--- config.mk ---
export PLATFORM = sky130hd
export DESIGN_NAME = chm_pin_mux
export DESIGN_NICKNAME = d
export VERILOG_FILES = /design/src/pkg/chm_pkg.sv /design/src/chm_addr_decode.sv /design/src/chm_pin_mux.sv
export VERILOG_INCLUDE_DIRS = /design/src /design/src/pkg
export SDC_FILE = /design/constraint.sdc
export NUM_CORES = 1
export LEC_CHECK = 0
export ABC_AREA = 1
export BUFFER_PORTS_ARGS = -buffer_cell sky130_fd_sc_hd__buf_2
export CORE_UTILIZATION = 53
export CTS_BUF_LIST = sky130_fd_sc_hd__clkbuf_4 sky130_fd_sc_hd__clkbuf_8
export CTS_CLUSTER_SIZE = 28
export DETAILED_ROUTE_END_ITERATION = 8
export PLACE_DENSITY = 0.82
export REMOVE_ABC_BUFFERS = 1
export SYNTH_ARGS = -nofsm -noshare
export SYNTH_HDL_FRONTEND = slang
export SYNTH_HIERARCHICAL = 1
export SYNTH_SLANG_ARGS = --single-unit
export TNS_END_PERCENT = 1
--- constraint.sdc ---
create_clock -name clk_sys -period 1.5 [get_ports clk_sys]
set_input_delay 0.3 -clock clk_sys [delete_from_list [all_inputs] [get_ports clk_sys]]
set_output_delay 0.3 -clock clk_sys [all_outputs]
set_load 0.03 [all_outputs]
--- src/pkg/chm_consts.svh ---
// constants for the card host pin mode mux
`ifndef CHM_CONSTS_SVH
`define CHM_CONSTS_SVH

// ------------------------------------------------------------
// address decode
// ------------------------------------------------------------
`define CHM_TF_ADDR_W 3
`define CHM_ADDR_W 11
`define CHM_CIS_BASE 11'h000
`define CHM_CCR_BASE 11'h200
`define CHM_CCR_SEL_BIT 9
`define CHM_MEM_PORT_BASE 11'h000
`define CHM_MEM_PORT_TOP 11'h00F

// ------------------------------------------------------------
// card configuration and status bits
// ------------------------------------------------------------
`define CHM_CCSR_SIGCHG_BIT 3
`define CHM_CCSR_CHANGED_BIT 7
`define CHM_CCSR_AUDIO_BIT 3

// ------------------------------------------------------------
// reset values and data lanes
// ------------------------------------------------------------
`define CHM_CCSR_RESET 8'h00
`define CHM_DATA_W 16
`define CHM_BYTE_W 8

`endif

--- src/pkg/chm_pkg.sv ---
// types for the card host pin mode mux
package chm_pkg;

  typedef enum logic [1:0] {
    CHM_MODE_MEM,
    CHM_MODE_IO,
    CHM_MODE_IDE
  } chm_mode_e;

  typedef enum logic [2:0] {
    CHM_SPACE_NONE,
    CHM_SPACE_IO_PORT,
    CHM_SPACE_MEM_PORT,
    CHM_SPACE_CIS,
    CHM_SPACE_CCR,
    CHM_SPACE_TASKFILE
  } chm_space_e;

  typedef enum logic [1:0] {
    CHM_WAIT_WAIT,
    CHM_WAIT_IORDY,
    CHM_WAIT_DDMARDY,
    CHM_WAIT_DSTROBE
  } chm_wait_fn_e;

  // decoded host access
  typedef struct packed {
    chm_space_e space;
    logic [10:0] offset;
    logic wide;
    logic sel;
  } chm_access_s;

  // status-change sources
  typedef struct packed {
    logic ready;
    logic wprot;
  } chm_status_s;

endpackage : chm_pkg

--- src/chm_addr_decode.sv ---
// address decode for the three pin modes
`timescale 1ns/1ps
`default_nettype none
`include "chm_consts.svh"

module chm_addr_decode (
  // mode
  input wire chm_pkg::chm_mode_e mode,
  // host access
  input wire logic [`CHM_ADDR_W-1:0] addr,
  input wire logic reg_sel_n,
  input wire logic io_cycle,
  input wire logic mem_cycle,
  input wire logic wide_cycle,
  // decoded
  output chm_pkg::chm_access_s acc
);

  always_comb begin
    acc = '0;
    acc.space = chm_pkg::CHM_SPACE_NONE;
    acc.wide = wide_cycle;
    acc.sel = io_cycle | mem_cycle;
    if (mode == chm_pkg::CHM_MODE_IDE) begin
      // high lines are grounded by the host, so dropping them costs nothing
      acc.offset = {{(`CHM_ADDR_W-`CHM_TF_ADDR_W){1'b0}}, addr[`CHM_TF_ADDR_W-1:0]};
      if (io_cycle) begin
        acc.space = chm_pkg::CHM_SPACE_TASKFILE;
      end
    end else begin
      acc.offset = addr;
      if (io_cycle) begin
        acc.space = chm_pkg::CHM_SPACE_IO_PORT;
      end else if (mem_cycle && !reg_sel_n) begin
        acc.space = addr[`CHM_CCR_SEL_BIT] ? chm_pkg::CHM_SPACE_CCR : chm_pkg::CHM_SPACE_CIS;
      end else if (mem_cycle) begin
        acc.space = chm_pkg::CHM_SPACE_MEM_PORT;
      end
    end
  end

endmodule : chm_addr_decode
`default_nettype wire

--- src/chm_pin_mux.sv ---
// mode-dependent pin functions of the card host port
// ------------------------------------------------------------
// Behaviour
// - IDE decodes only A[2:0] task file
// - PC Card modes decode address with register select
// - memory mode drives first battery detect high
// - memory mode drives second battery detect high
// - I/O mode pulls status-change low on change
// - status-change gated by configuration status register
// - audio output negated when unsupported
// - cable select ignored in PC Card modes
// - IDE wait pin is IORDY outside bursts
// - upper data byte only for 16-bit
// - IDE task file on low byte only
// - DMA request handshakes with acknowledge
// ------------------------------------------------------------
`timescale 1ns/1ps
`default_nettype none
`include "chm_consts.svh"

module chm_pin_mux #(
  parameter bit AUDIO_SUPPORTED = 1'b0
) (
  // clock and reset
  input wire logic clk_sys,
  input wire logic rst,
  // mode straps and host pins
  input wire chm_pkg::chm_mode_e mode,
  input wire logic [`CHM_ADDR_W-1:0] addr_pin,
  input wire logic reg_sel_n_pin,
  input wire logic cable_sel_n_pin,
  input wire logic dma_ack_n_pin,
  input wire logic io_cycle_pin,
  input wire logic mem_cycle_pin,
  input wire logic wide_cycle_pin,
  // card core state
  input wire chm_pkg::chm_status_s status,
  input wire logic [7:0] ccsr,
  input wire logic core_busy,
  input wire logic udma_active,
  input wire logic udma_host_write,
  input wire logic udma_ready,
  input wire logic udma_strobe,
  input wire logic dma_pending,
  input wire logic dev_selected,
  input wire logic audio_in,
  input wire logic [`CHM_DATA_W-1:0] core_rdata,
  // pins out
  output logic bvd1_oe,
  output logic bvd1_out,
  output logic bvd2_oe,
  output logic bvd2_out,
  output logic wait_out,
  output logic dmarq_out,
  output logic dmarq_oe,
  output logic [`CHM_DATA_W-1:0] data_out,
  output logic [1:0] data_lane_oe,
  // to core
  output chm_pkg::chm_access_s acc_reg,
  output logic cable_sel_reg,
  output chm_pkg::chm_wait_fn_e wait_fn_reg
);

  // ------------------------------------------------------------
  // pin synchronisers: three stages, change counts when 2 and 3 agree
  // ------------------------------------------------------------
  localparam int SYNC_W = `CHM_ADDR_W + 5;
  logic [SYNC_W-1:0] s1_reg, s2_reg, s3_reg, stab_reg;
  logic [SYNC_W-1:0] s1_next, s2_next, s3_next, stab_next;
  logic [SYNC_W-1:0] raw_pins;

  assign raw_pins = {addr_pin, reg_sel_n_pin, cable_sel_n_pin, dma_ack_n_pin, io_cycle_pin, mem_cycle_pin};

  genvar gi;
  generate
    for (gi = 0; gi < SYNC_W; gi++) begin : g_sync
      always_comb begin
        s1_next[gi] = raw_pins[gi];
        s2_next[gi] = s1_reg[gi];
        s3_next[gi] = s2_reg[gi];
        stab_next[gi] = (s2_reg[gi] == s3_reg[gi]) ? s3_reg[gi] : stab_reg[gi];
      end
    end
  endgenerate

  always_ff @(posedge clk_sys) begin
    if (rst) begin
      s1_reg <= '0;
      s2_reg <= '0;
      s3_reg <= '0;
      stab_reg <= '0;
    end else begin
      s1_reg <= s1_next;
      s2_reg <= s2_next;
      s3_reg <= s3_next;
      stab_reg <= stab_next;
    end
  end

  logic [`CHM_ADDR_W-1:0] addr_s;
  logic reg_sel_n_s, cable_sel_n_s, dma_ack_n_s, io_cycle_s, mem_cycle_s;
  assign {addr_s, reg_sel_n_s, cable_sel_n_s, dma_ack_n_s, io_cycle_s, mem_cycle_s} = stab_reg;

  // ------------------------------------------------------------
  // address decode
  // ------------------------------------------------------------
  chm_pkg::chm_access_s acc;
  chm_addr_decode u_dec (
    .mode(mode),
    .addr(addr_s),
    .reg_sel_n(reg_sel_n_s),
    .io_cycle(io_cycle_s),
    .mem_cycle(mem_cycle_s),
    .wide_cycle(wide_cycle_pin),
    .acc(acc)
  );

  // ------------------------------------------------------------
  // status change alert
  // ------------------------------------------------------------
  chm_pkg::chm_status_s status_prev_reg, status_prev_next;
  logic changed_reg, changed_next;
  logic bvd1_reg, bvd1_next, bvd2_reg, bvd2_next, bvd1_oe_reg, bvd1_oe_next, bvd2_oe_reg, bvd2_oe_next;

  always_comb begin
    status_prev_next = status;
    // set wins over the clear in the same cycle
    changed_next = (status != status_prev_reg) ? 1'b1 : (changed_reg & ccsr[`CHM_CCSR_CHANGED_BIT]);
    bvd1_next = 1'b1;
    bvd2_next = 1'b1;
    bvd1_oe_next = 1'b0;
    bvd2_oe_next = 1'b0;
    case (mode)
      chm_pkg::CHM_MODE_MEM: begin
        bvd1_next = 1'b1;
        bvd2_next = 1'b1;
        bvd1_oe_next = 1'b1;
        bvd2_oe_next = 1'b1;
      end
      chm_pkg::CHM_MODE_IO: begin
        bvd1_next = ~(changed_reg & ccsr[`CHM_CCSR_SIGCHG_BIT]);
        bvd1_oe_next = 1'b1;
        // unsupported audio stays negated (high)
        bvd2_next = AUDIO_SUPPORTED ? ~audio_in : 1'b1;
        bvd2_oe_next = 1'b1;
      end
      default: begin
        bvd1_next = 1'b1;
        bvd2_next = 1'b1;
      end
    endcase
  end

  // ------------------------------------------------------------
  // wait pin function and dma request
  // ------------------------------------------------------------
  chm_pkg::chm_wait_fn_e wait_fn_next;
  logic wait_next, dmarq_next, dmarq_oe_next, cable_sel_next;
  logic dmarq_reg, dmarq_oe_reg, wait_reg;

  always_comb begin
    wait_fn_next = chm_pkg::CHM_WAIT_WAIT;
    wait_next = ~core_busy;
    cable_sel_next = 1'b0;
    if (mode == chm_pkg::CHM_MODE_IDE) begin
      cable_sel_next = ~cable_sel_n_s;
      if (udma_active) begin
        wait_fn_next = udma_host_write ? chm_pkg::CHM_WAIT_DDMARDY : chm_pkg::CHM_WAIT_DSTROBE;
        wait_next = udma_host_write ? ~udma_ready : udma_strobe;
      end else begin
        wait_fn_next = chm_pkg::CHM_WAIT_IORDY;
        wait_next = ~core_busy;
      end
    end
    // cable select stays low in PC Card modes: pin not trusted there
    if (mode != chm_pkg::CHM_MODE_IDE) begin
      cable_sel_next = 1'b0;
    end
    // hold request until acknowledge, then drop; re-raise only with more data
    dmarq_next = dmarq_reg;
    if (!dmarq_reg && dma_pending && dma_ack_n_s) begin
      dmarq_next = 1'b1;
    end else if (dmarq_reg && !dma_ack_n_s) begin
      dmarq_next = 1'b0;
    end
    if (mode != chm_pkg::CHM_MODE_IDE || !dev_selected) begin
      dmarq_next = 1'b0;
    end
    dmarq_oe_next = (mode == chm_pkg::CHM_MODE_IDE) && dev_selected;
  end

  // ------------------------------------------------------------
  // data lanes
  // ------------------------------------------------------------
  logic [`CHM_DATA_W-1:0] data_next, data_reg;
  logic [1:0] lane_next, lane_reg;

  always_comb begin
    data_next = core_rdata;
    lane_next = 2'h0;
    if (acc.sel) begin
      lane_next = 2'h1;
      if (acc.space == chm_pkg::CHM_SPACE_TASKFILE) begin
        data_next = {{`CHM_BYTE_W{1'b0}}, core_rdata[`CHM_BYTE_W-1:0]};
      end else if (acc.wide) begin
        lane_next = 2'h3;
      end
    end
  end

  always_ff @(posedge clk_sys) begin
    if (rst) begin
      status_prev_reg <= '0;
      changed_reg <= 1'b0;
      bvd1_reg <= 1'b1;
      bvd2_reg <= 1'b1;
      bvd1_oe_reg <= 1'b0;
      bvd2_oe_reg <= 1'b0;
      wait_fn_reg <= chm_pkg::CHM_WAIT_WAIT;
      wait_reg <= 1'b1;
      dmarq_reg <= 1'b0;
      dmarq_oe_reg <= 1'b0;
      cable_sel_reg <= 1'b0;
      data_reg <= '0;
      lane_reg <= 2'h0;
      acc_reg <= '0;
    end else begin
      status_prev_reg <= status_prev_next;
      changed_reg <= changed_next;
      bvd1_reg <= bvd1_next;
      bvd2_reg <= bvd2_next;
      bvd1_oe_reg <= bvd1_oe_next;
      bvd2_oe_reg <= bvd2_oe_next;
      wait_fn_reg <= wait_fn_next;
      wait_reg <= wait_next;
      dmarq_reg <= dmarq_next;
      dmarq_oe_reg <= dmarq_oe_next;
      cable_sel_reg <= cable_sel_next;
      data_reg <= data_next;
      lane_reg <= lane_next;
      acc_reg <= acc;
    end
  end

  assign bvd1_out = bvd1_reg;
  assign bvd2_out = bvd2_reg;
  assign bvd1_oe = bvd1_oe_reg;
  assign bvd2_oe = bvd2_oe_reg;
  assign wait_out = wait_reg;
  assign dmarq_out = dmarq_reg;
  assign dmarq_oe = dmarq_oe_reg;
  assign data_out = data_reg;
  assign data_lane_oe = lane_reg;

endmodule : chm_pin_mux
`default_nettype wire

# [After elaboration in Yosys (flattened, before gate mapping)]
# Cells that the tools add are included.
[word_totals] in_bits=55 output_inout_bits=44 regBits=109
[op_classes] reduce_logical=21 bitwise_logic=11 mux=19 eq_ne=21
[ops] op="$mux 16" n=2
[ops] op="$eq 1x1->1" n=16
[ops] op="$mux 14" n=1
[ops] op="$mux 3" n=4
[ops] op="$reduce_or 2->1" n=6
[ops] op="$mux 1" n=10
[ops] op="$reduce_or 3->1" n=3
[ops] op="$not 1->1" n=8
[ops] op="$logic_and 1x1->1" n=5
[ops] op="$logic_not 1->1" n=4
[ops] op="$mux 2" n=2
[ops] op="$eq 3x3->1 const B" n=1
[ops] op="$and 1x1->1" n=2
[ops] op="$eq 2x1->1 const B" n=1
[ops] op="$eq 2x2->1 const B" n=1
[ops] op="$logic_not 2->1" n=1
[ops] op="$ne 2x2->1" n=1
[ops] op="$ne 2x2->1 const B" n=1
[ops] op="$reduce_bool 2->1" n=1
[ops] op="$logic_or 1x1->1" n=1
[ops] op="$or 1x1->1" n=1

# [Longest topological paths before layout]
# Gate-level depths: netlist of the first run.
[depth] word_depth=8 depth_mapped=8 depth_no_buf=8

# [Hierarchy]
# The synthesis of the first run kept the hierarchy.
[by_module_without_submodules] mod="chm_pin_mux" area_each_um2=3318.2 instances=1 cells_per_inst=374 seq_area_each_um2=2182.1
[by_module_without_submodules] mod="chm_addr_decode" area_each_um2=167.7 instances=1 cells_per_inst=36 seq_area_each_um2=0.0

# [Least setup slack after synthesis of the first run]
# Ideal clock, no wire load.
[synth_path] path_type="input to register" from="input mode[0]" to="register data_reg[10] (netlist: data_out[10])" path_slack_ns=0.339 arrival_time_ns=1.037 setup_ns=0.124 cell_stages=8 n_path_buf=0 cell_sequence="inv_1 > nand2_2 > inv_4 > nand2_2 > nand2_1 > nand3_1 > o21ai_2 > nor2_1"
[synth_rtl] item="start: declaration" line_no="chm_pin_mux.sv:28" text="input wire chm_pkg::chm_mode_e mode,"
[synth_rtl] item="end signal: assignment" line_no="chm_pin_mux.sv:239" text="data_reg <= data_next;"
[synth_rtl] item="end: declaration" line_no="chm_pin_mux.sv:195" text="logic [`CHM_DATA_W-1:0] data_next, data_reg;"

==> impl_metrics.yaml, run 1 <==
logic_synthesis:
  seq_area_frac_synth_pct: 62.60
  synth_most_common_cell: "nor2_1"
  yosys.area_share.simple_pct: 15.87
  ys_seq_elements: 109
  async_flop_share_pct: 0
  synth_area_leaders: "dfxtp_1 63%, nor2_1 12%, inv_1 11%"
  synth_edf_count: 0
  netlist_instances: 410
  syn_area_per_cell_sq_um: 8.502
  synth_top_area_cell: "dfxtp_1"
  synth-main-ff-cell: "dfxtp_1"
  yosysUniqueCellTypes: 23
  synth_top_cell_area_share_pct: 62.60
  syn_area_sq_um: 3486
  synth_top_family_by_area: "simple AND/OR/NAND/NOR gates"
  synth_compound_area_share_pct: 6.030
  muxShareOfSynthArea_pct: 0
  synth_fa_ha_area_share_pct: 0
  yosysWarnings: 6
  synth-xor-area-share_pct: 0
  ys_top_cells_by_count: "114 x nor2_1, 109 x dfxtp_1, 100 x inv_1, 19 x o21ai_0, 17 x a21oi_1"
setup_path:
  worstPathRequired_ns: 1.75
  start_kind: "register"
  worstPathMaxFanout: 8
  crit_type: "reg2reg"
  crit_arrival_ns: 1.55
  end_kind: "register"
  r2r_cells: 7
power:
  seq_power_share_pct: 60.9
  power.switching_mw: 1.216
  p_leak_nw: 2.044
  p_int_mw: 3.734
  sw_frac_of_total_pct: 24.57
  p_comb_share_pct: 6.8
  vdd_drop_max_mv: 0.8013
  clock_power_share_pct: 32.4
  power.density_nw_per_um2: 1204
drt:
  num_vias: 2516
  met2WireLength_mm: 2.467
  highest_layer: "met4"
  route.met3.wl_microns: 306
  wl_met1_mm: 2.375
  routed_wl_mm: 5.203
  avgViaCountPerCell: 4.338
  post_drt_wl_per_cell_microns: 8.971
  antenna_left: 0
  first_pass_iters: 4
  drt-initial-drc-count: 74
  drc: 0
cts:
  postCtsResizedCells: 0
  clk_path_buf_depth: 2
  cts_sinks: 109
  post_cts_buffers: 0
  cts_buffers: 9
  cts_tree: "built"
  ctsHtreeMaxLevel: 3
  clkSlewWorstSetupHoldPaths_ns: 0.10
  cts_hold_buffers: 0
  clk_latency_ns: 0.36
  root_buffer: "clkbuf_8"
die:
  start_util_pct: 54.90
  dieArea_sq_um: 6906
  io_pins: 99
  die_w_microns: 83.10
  die-height_microns: 83.10
  num_rows: 29
  core_sq_um: 6350
timing:
  finalHoldViolations: 0
  finalSetupViolCount: 0
  setup_tns_ns: 0
  hold_ws_ns: 0.1304
  final_max_slew_viol_count: 0
  fmax_mhz: 770.9
  finClkSkew_ns: 0.01057
  grt_setup_unrepaired: "false"
  min_period_over_period_pct: 86.48
  fin_crit_ns: 1.297
place:
  io_buffers: 90
  gp_congestion: 0.6938
  dpl.hpwl_mm: 3.635
global_routing:
  grt_max_degree: 38
  grt_overflow: 0
  antenna_found_initial: 0
  grt.total_usage_pct: 16.60
  grt_pass1_vias: 2250
  grt_pass1_wl_mm: 9.225
hold_path:
  hold_depth: 3
  hold_class: "in2reg"
cells_and_area:
  layout-drive-gt1-share_pct: 24.25
  post-route-util_pct: 64.73
  area_growth_pct: 17.91
  n_antenna_cell: 0
  nets: 553
run:
  maxCapViolations: 0
run_status:
  status: "complete, no violations"
-- cell type report --
cell class	instances	area, sq um
timing repair buffer	94	493.0
clock inverter	7	57.56
sequential	109	2182
clock buffer	9	123.9
multi-input combinational	181	767.0
tap	77	96.34
inverter	103	390.4
fill	558	2240
-- layer usage --
layer	vias up	GRT usage [%]
met5	-	0
met3	7	5.368
li1	1338	-
met1	1097	19.42
met2	74	28.61
met4	0	5.643
-- cell families (layout without fill, tap and decap cells) --
group | count (synthesis) | after routing
buf+inv | 120 | 213
other cells | 1 | 1
flops | 109 | 109
compound gates | 40 | 40
simple gates | 140 | 140
-- path summary, 6_finish.rpt --
path                                          startpoint                       to  slack (ns)
worst min register to register     s1_reg[14]$_SDFF_PP0_    s2_reg[14]$_SDFF_PP0_        0.41
worst min-delay path                       core_rdata[0]   data_out[0]$_SDFF_PP0_        0.13
worst max-delay path            stab_reg[0]$_SDFFE_PP0N_  data_out[15]$_SDFF_PP0_        0.20
worst max register to register  stab_reg[0]$_SDFFE_PP0N_  data_out[15]$_SDFF_PP0_        0.20
-- critical path, cell delays in order (launching register included) --
cell and delay (ns):
dfxtp_1 0.40, nand2_1 0.09, nor2_1 0.09, nand2_1 0.06, nand2_1 0.08, nand3_1 0.11, o21ai_2 0.30, nor2_1 0.07
-- power groups by stage --
stage          logic (mW)  registers, mW  clock network, mW
3_5_place_dp        0.338           3.08                  0
6_report            0.335           3.01               1.60
3_3_place_gp        0.328           3.08                  0
4_1_cts             0.340           3.01               1.65
2_1_floorplan       0.110           3.15                  0
5_1_grt             0.377           3.02               1.78
-- cells in the final DEF, fill, tap and decap left out, drive strengths merged --
cell type / instances
a21oi: 18
buf: 94
clkbuf: 9
clkinv: 5
conb: 1
dfxtp: 109
inv: 105
nand2: 19
nand3: 3
nand4: 1
nor2: 115
nor3: 1
o21a: 1
o21ai: 21
or2: 1
-- metrics by stage --
step / cells / power (mW) / setup WS (ns) / cell area [sq um]
6_report: 580 / 4.950 / 0.2028 / 4110
5_1_grt: 580 / 5.177 / 0.03225 / 4110
4_1_cts: 580 / 5.008 / 0.1795 / 4110
3_5_place_dp: 564 / 3.418 / 0.03446 / 3929
3_3_place_gp: 564 / 3.405 / 0.1072 / 3929
2_1_floorplan: 393 / 3.256 / 0.3385 / 3339
No activity file was read; power rests on OpenSTA's default activity.
==> inputs of run 2 (changes only) <==
Settings changed: BUFFER_PORTS_ARGS -buffer_cell sky130_fd_sc_hd__buf_2 to not set, CORE_UTILIZATION 53 to 60, CTS_BUF_LIST sky130_fd_sc_hd__clkbuf_4 sky130_fd_sc_hd__clkbuf_8 to sky130_fd_sc_hd__clkbuf_4, DONT_BUFFER_PORTS set to 1, PLACE_DENSITY 0.82 to 0.77.
==> impl_metrics.yaml, run 2 (synthesis gave the netlist of run 1 again) <==
timing:
  finClkSkew_ns: 0.01579
  fin_crit_ns: 1.323
  finalSetupViolCount: 0
  final_max_slew_viol_count: 0
  setup_tns_ns: 0
  fmax_mhz: 755.6
  setup_ws_ns: 0.1766
  finalHoldViolations: 0
  grt_setup_unrepaired: "false"
  hold_ws_ns: 0.06510
  min_period_over_period_pct: 88.23
die:
  start_util_pct: 62.92
  dieArea_sq_um: 6118
  core_sq_um: 5540
  die_w_microns: 78.22
  io_pins: 99
  num_rows: 27
  die-height_microns: 78.22
drt:
  routed_wl_mm: 5.599
  post_drt_wl_per_cell_microns: 10.52
  antenna_left: 0
  first_pass_iters: 4
  drt-initial-drc-count: 93
  drc: 0
  num_vias: 2392
  avgViaCountPerCell: 4.496
cells_and_area:
  final_cell_mix: "114 x nor2_1, 108 x dfxtp_1, 100 x inv_1"
  final_common_cell: "nor2_1"
  multiInputGateArea_sq_um: 774.5
  num-fill-cells: 422
  layout-drive-gt1-share_pct: 6.522
  post-route-util_pct: 74.07
  n_antenna_cell: 0
  area_growth_pct: 17.73
  register_area_sq_um: 2183
  nets: 510
global_routing:
  antenna_found_initial: 0
  grt_max_degree: 62
  grt.total_usage_pct: 19.50
  grt_pass1_wl_mm: 9.246
  grt_pass1_vias: 2256
  grt_overflow: 0
setup_path:
  crit_arrival_ns: 1.66
  start_kind: "primary input"
  cp-startpoint: "mode[1]"
  path_delay_family: "buffers and inverters"
  max_stage_delay_ns: 0.57
  path_buf_inv: 1
  slowest_stage: "dlygate4sd3_1"
  worstPathRequired_ns: 1.83
  worstPathCellList: "dlygate4sd3_1 > a21oi_2 > nand2_1 > nand2_1 > nand3_1 > o21ai_4 > nor2_1"
  crit_path_frequent_cell: "nand2_1"
  r2r-start: "stab_reg[14]$_SDFFE_PP0N_"
  crit_type: "in2reg"
  end_kind: "register"
  worstPathMaxFanout: 8
run_status:
  status: "complete, no violations"
cts:
  clk_path_buf_depth: 2
  post_cts_buffers: 0
  cts_tree: "built"
  clkSlewWorstSetupHoldPaths_ns: 0.15
  root_buffer: "clkbuf_4"
  cts_sinks: 109
  clk_latency_ns: 0.43
  ctsHtreeMaxLevel: 3
  cts_buffers: 9
hold_path:
  hold_class: "in2reg"
  min_from: "core_busy"
power:
  power_mw: 4.768
  p_leak_nw: 1.854
  vdd_drop_max_mv: 0.7224
  power.density_nw_per_um2: 1162
place:
  io_buffers: 0
  dpl.hpwl_mm: 3.104
  dp_worst_setup_slack_ns: 0.1463
  gp_congestion: 0.6998
run:
  maxCapViolations: 0
run 2: cell types whose count changed in the layout (fill, tap and decap cells not counted), sizes merged:
| cell | previous run | this run |
|---|---|---|
| buf | 94 | 1 |
| bufinv | 0 | 1 |
| dlygate4sd3 | 0 | 50 |
| inv | 105 | 103 |
| clkbuf | 9 | 10 |
run 2: cell type report:
type / count / area share, %
timing repair buffer: 51 / 12.87
inverter: 103 / 9.512
multi-input combinational: 181 / 18.87
tap: 72 / 2.195
sequential: 109 / 53.20
clock inverter: 6 / 1.524
clock buffer: 10 / 1.829
run 2: worst paths after layout:
check	end	slack, ns	cells after the start
min	wait_out$_SDFF_PP1_	0.07	3
max	data_out[12]$_SDFF_PP0_	0.18	7
min reg2reg	s2_reg[12]$_SDFF_PP0_	0.41	2
max reg2reg	data_out[12]$_SDFF_PP0_	0.19	7
run 2: routing by layer:
layer  wire length (microns)  GRT usage (%)
met5                       0              0
met4                     100          9.074
met3                     335          5.000
met2                    2767          35.88
met1                    2395          20.69
run 2: what timing repair did:
item / in CTS / in global routing
endpoints found under the setup margin: 0 / 5
resized for setup: 0 / 2
hold buffers: 51 / 0
endpoints found under the hold margin: 89 / 0
run 2: through the flow:
step                area [sq um]  cells
global route                4104    532
floorplan                   3339    393
global placement            3430    465
CTS                         4095    532
finish                      4104    532
detailed placement          3430    465
run 2: power breakdown:
group          internal (mW)  switching [mW]  total [mW]
combinational          0.136           0.124       0.261
clock                  0.530           0.886        1.42
sequential              2.99           0.104        3.09
run 2: worst reg2reg max path, delay by kind of cell, from the launching register on:
family / cells / cell delay (ns)
AO/OA/AOI/OAI: 2 / 0.40
buffers and inverters: 2 / 0.15
AND/OR/NAND/NOR: 3 / 0.29
flip-flops: 1 / 0.38
==> inputs of run 3 (changes only) <==
Settings changed: CTS_BUF_LIST sky130_fd_sc_hd__clkbuf_4 to sky130_fd_sc_hd__clkbuf_2 sky130_fd_sc_hd__clkbuf_4 sky130_fd_sc_hd__clkbuf_8, CTS_CLUSTER_DIAMETER set to 150, PLACE_DENSITY 0.77 to 0.8.
==> impl_metrics.yaml, run 3 (synthesis gave the netlist of run 1 again) <==
die:
  dieArea_sq_um: 6118
  die_w_microns: 78.22
  die-height_microns: 78.22
  num_rows: 27
  start_util_pct: 62.92
  io_pins: 99
  core_sq_um: 5540
drt:
  avgViaCountPerCell: 4.640
  antenna_left: 0
  drt-initial-drc-count: 87
  first_pass_iters: 6
  num_vias: 2283
  routed_wl_mm: 5.781
  post_drt_wl_per_cell_microns: 11.75
  drc: 0
global_routing:
  grt_pass1_wl_mm: 8.507
  grt.met1_usage_pct: 19.99
  use_met3_pct: 5.349
  grt_overflow: 0
  grt_max_degree: 54
  grt.total_usage_pct: 18.24
  grt_pass1_vias: 1997
  top_usage_layer: "met2"
  antenna_found_initial: 0
  met2_usage_pct: 32.28
cells_and_area:
  stdcell_area_sq_um: 3774
  fin_cells: 492
  num-fill-cells: 466
  layout-drive-gt1-share_pct: 6.190
  final_common_cell: "nor2_1"
  post-route-util_pct: 68.11
  nets: 472
  n_antenna_cell: 0
  final_cell_mix: "114 x nor2_1, 109 x dfxtp_1, 100 x inv_1"
  area_growth_pct: 8.256
cts:
  cts_sinks: 109
  root_buffer: "clkbuf_8"
  clk_path_buf_depth: 2
  ctsHtreeMaxLevel: 3
  clk_latency_ns: 0.35
  clkSlewWorstSetupHoldPaths_ns: 0.10
  cts_buffers: 9
  cts_tree: "built"
place:
  gp_congestion: 0.6783
  dpl.hpwl_mm: 3.235
  dp_cells: 465
  place_area_sq_um: 3430
  io_buffers: 0
setup_path:
  r2r_end: "data_out[10]$_SDFF_PP0_"
  path_delay_family: "buffers and inverters"
  worstPathRequired_ns: 1.71
  max_stage_delay_ns: 1.17
  end_kind: "register"
  cp_num_cells: 2
  rrSetupSlack_ns: 0.16
  crit_path_end: "wait_fn_reg[1]$_SDFF_PP0_"
  path_buf_inv: 1
  start_kind: "primary input"
  worstPathCellList: "dlygate4sd3_1 > nor2_1"
  worstPathMaxFanout: 24
  crit_type: "in2reg"
  slowest_stage: "dlygate4sd3_1"
  cp-startpoint: "rst"
  crit_arrival_ns: 1.61
  r2r_cells: 7
  r2r-start: "stab_reg[14]$_SDFFE_PP0N_"
power:
  p_leak_nw: 1.678
  power.density_nw_per_um2: 1358
  vdd_drop_max_mv: 0.9164
timing:
  max_slew.worst_pin.slew_ns: 0.9628
  finalSetupViolCount: 0
  finClkSkew_ns: 0.007110
  finalHoldViolations: 0
  fin_crit_ns: 1.399
  setup_tns_ns: 0
  min_period_over_period_pct: 93.28
  slew_headroom_pct: 35.60
  final_max_slew_viol_count: 0
  grt_setup_unrepaired: "false"
  fmax_mhz: 714.7
hold_path:
  hold_class: "in2reg"
run_status:
  status: "complete, no violations"
run:
  maxCapViolations: 0
==> run 3: cell type report <==
| class | count | area [sq um] | share of cell area [%] |
|---|---|---|---|
| sequential | 109 | 2182 | 57.82 |
| multi-input combinational | 181 | 774.5 | 20.52 |
| inverter | 103 | 390.4 | 10.34 |
| clock buffer | 10 | 131.4 | 3.481 |
| timing repair buffer | 13 | 130.1 | 3.448 |
| tap | 72 | 90.09 | 2.387 |
| clock inverter | 4 | 75.07 | 1.989 |
==> run 3: timing repair <==
action,4_1_cts,5_1_grt
resized for setup,0,1
buffers inserted,0,0
endpoints found under the setup margin,0,4
endpoints found under the hold margin,20,26
hold buffers,3,10
==> run 3: how the worst min path moves through the flow <==
| stage | start | to | slack [ns] | depth (start not counted) |
|---|---|---|---|---|
| 2_1_floorplan | rst | acc_reg[10]$_SDFF_PP0_ | 0.37 | 1 |
| 3_3_place_gp | rst | s1_reg[7]$_SDFF_PP0_ | 0.38 | 1 |
| 3_5_place_dp | rst | s1_reg[6]$_SDFF_PP0_ | 0.38 | 1 |
| 4_1_cts | rst | s2_reg[8]$_SDFF_PP0_ | 0.0004 | 1 |
| 5_1_grt | rst | s2_reg[15]$_SDFF_PP0_ | 0.0001 | 1 |
| 6_report | rst | s2_reg[15]$_SDFF_PP0_ | 0.01 | 1 |
==> run 3: power breakdown <==
part	switching, mW	internal, mW
Sequential	0.103	2.98
Combinational	0.118	0.0740
Clock	0.905	0.942
Total	1.13	4.00
==> run 3: stage by stage <==
| step | total power [mW] | hold slack (ns) | setup slack [ns] |
|---|---|---|---|
| 2_1_floorplan | 3.256 | 0.3712 | 0.3385 |
| 3_3_place_gp | 3.276 | 0.3772 | 0.1725 |
| 3_5_place_dp | 3.287 | 0.3769 | 0.09466 |
| 4_1_cts | 5.121 | 0.0003648 | 0.08380 |
| 5_1_grt | 5.313 | 0.0001471 | 0.01565 |
| 6_report | 5.125 | 0.01279 | 0.1009 |
==> run 3: metal layers <==
layer  vias up  share of wire [%]
met5         -                  0
met4         0                1.3
met3         8                4.9
met2        79                 49
met1      1023                 45
li1       1173                  -
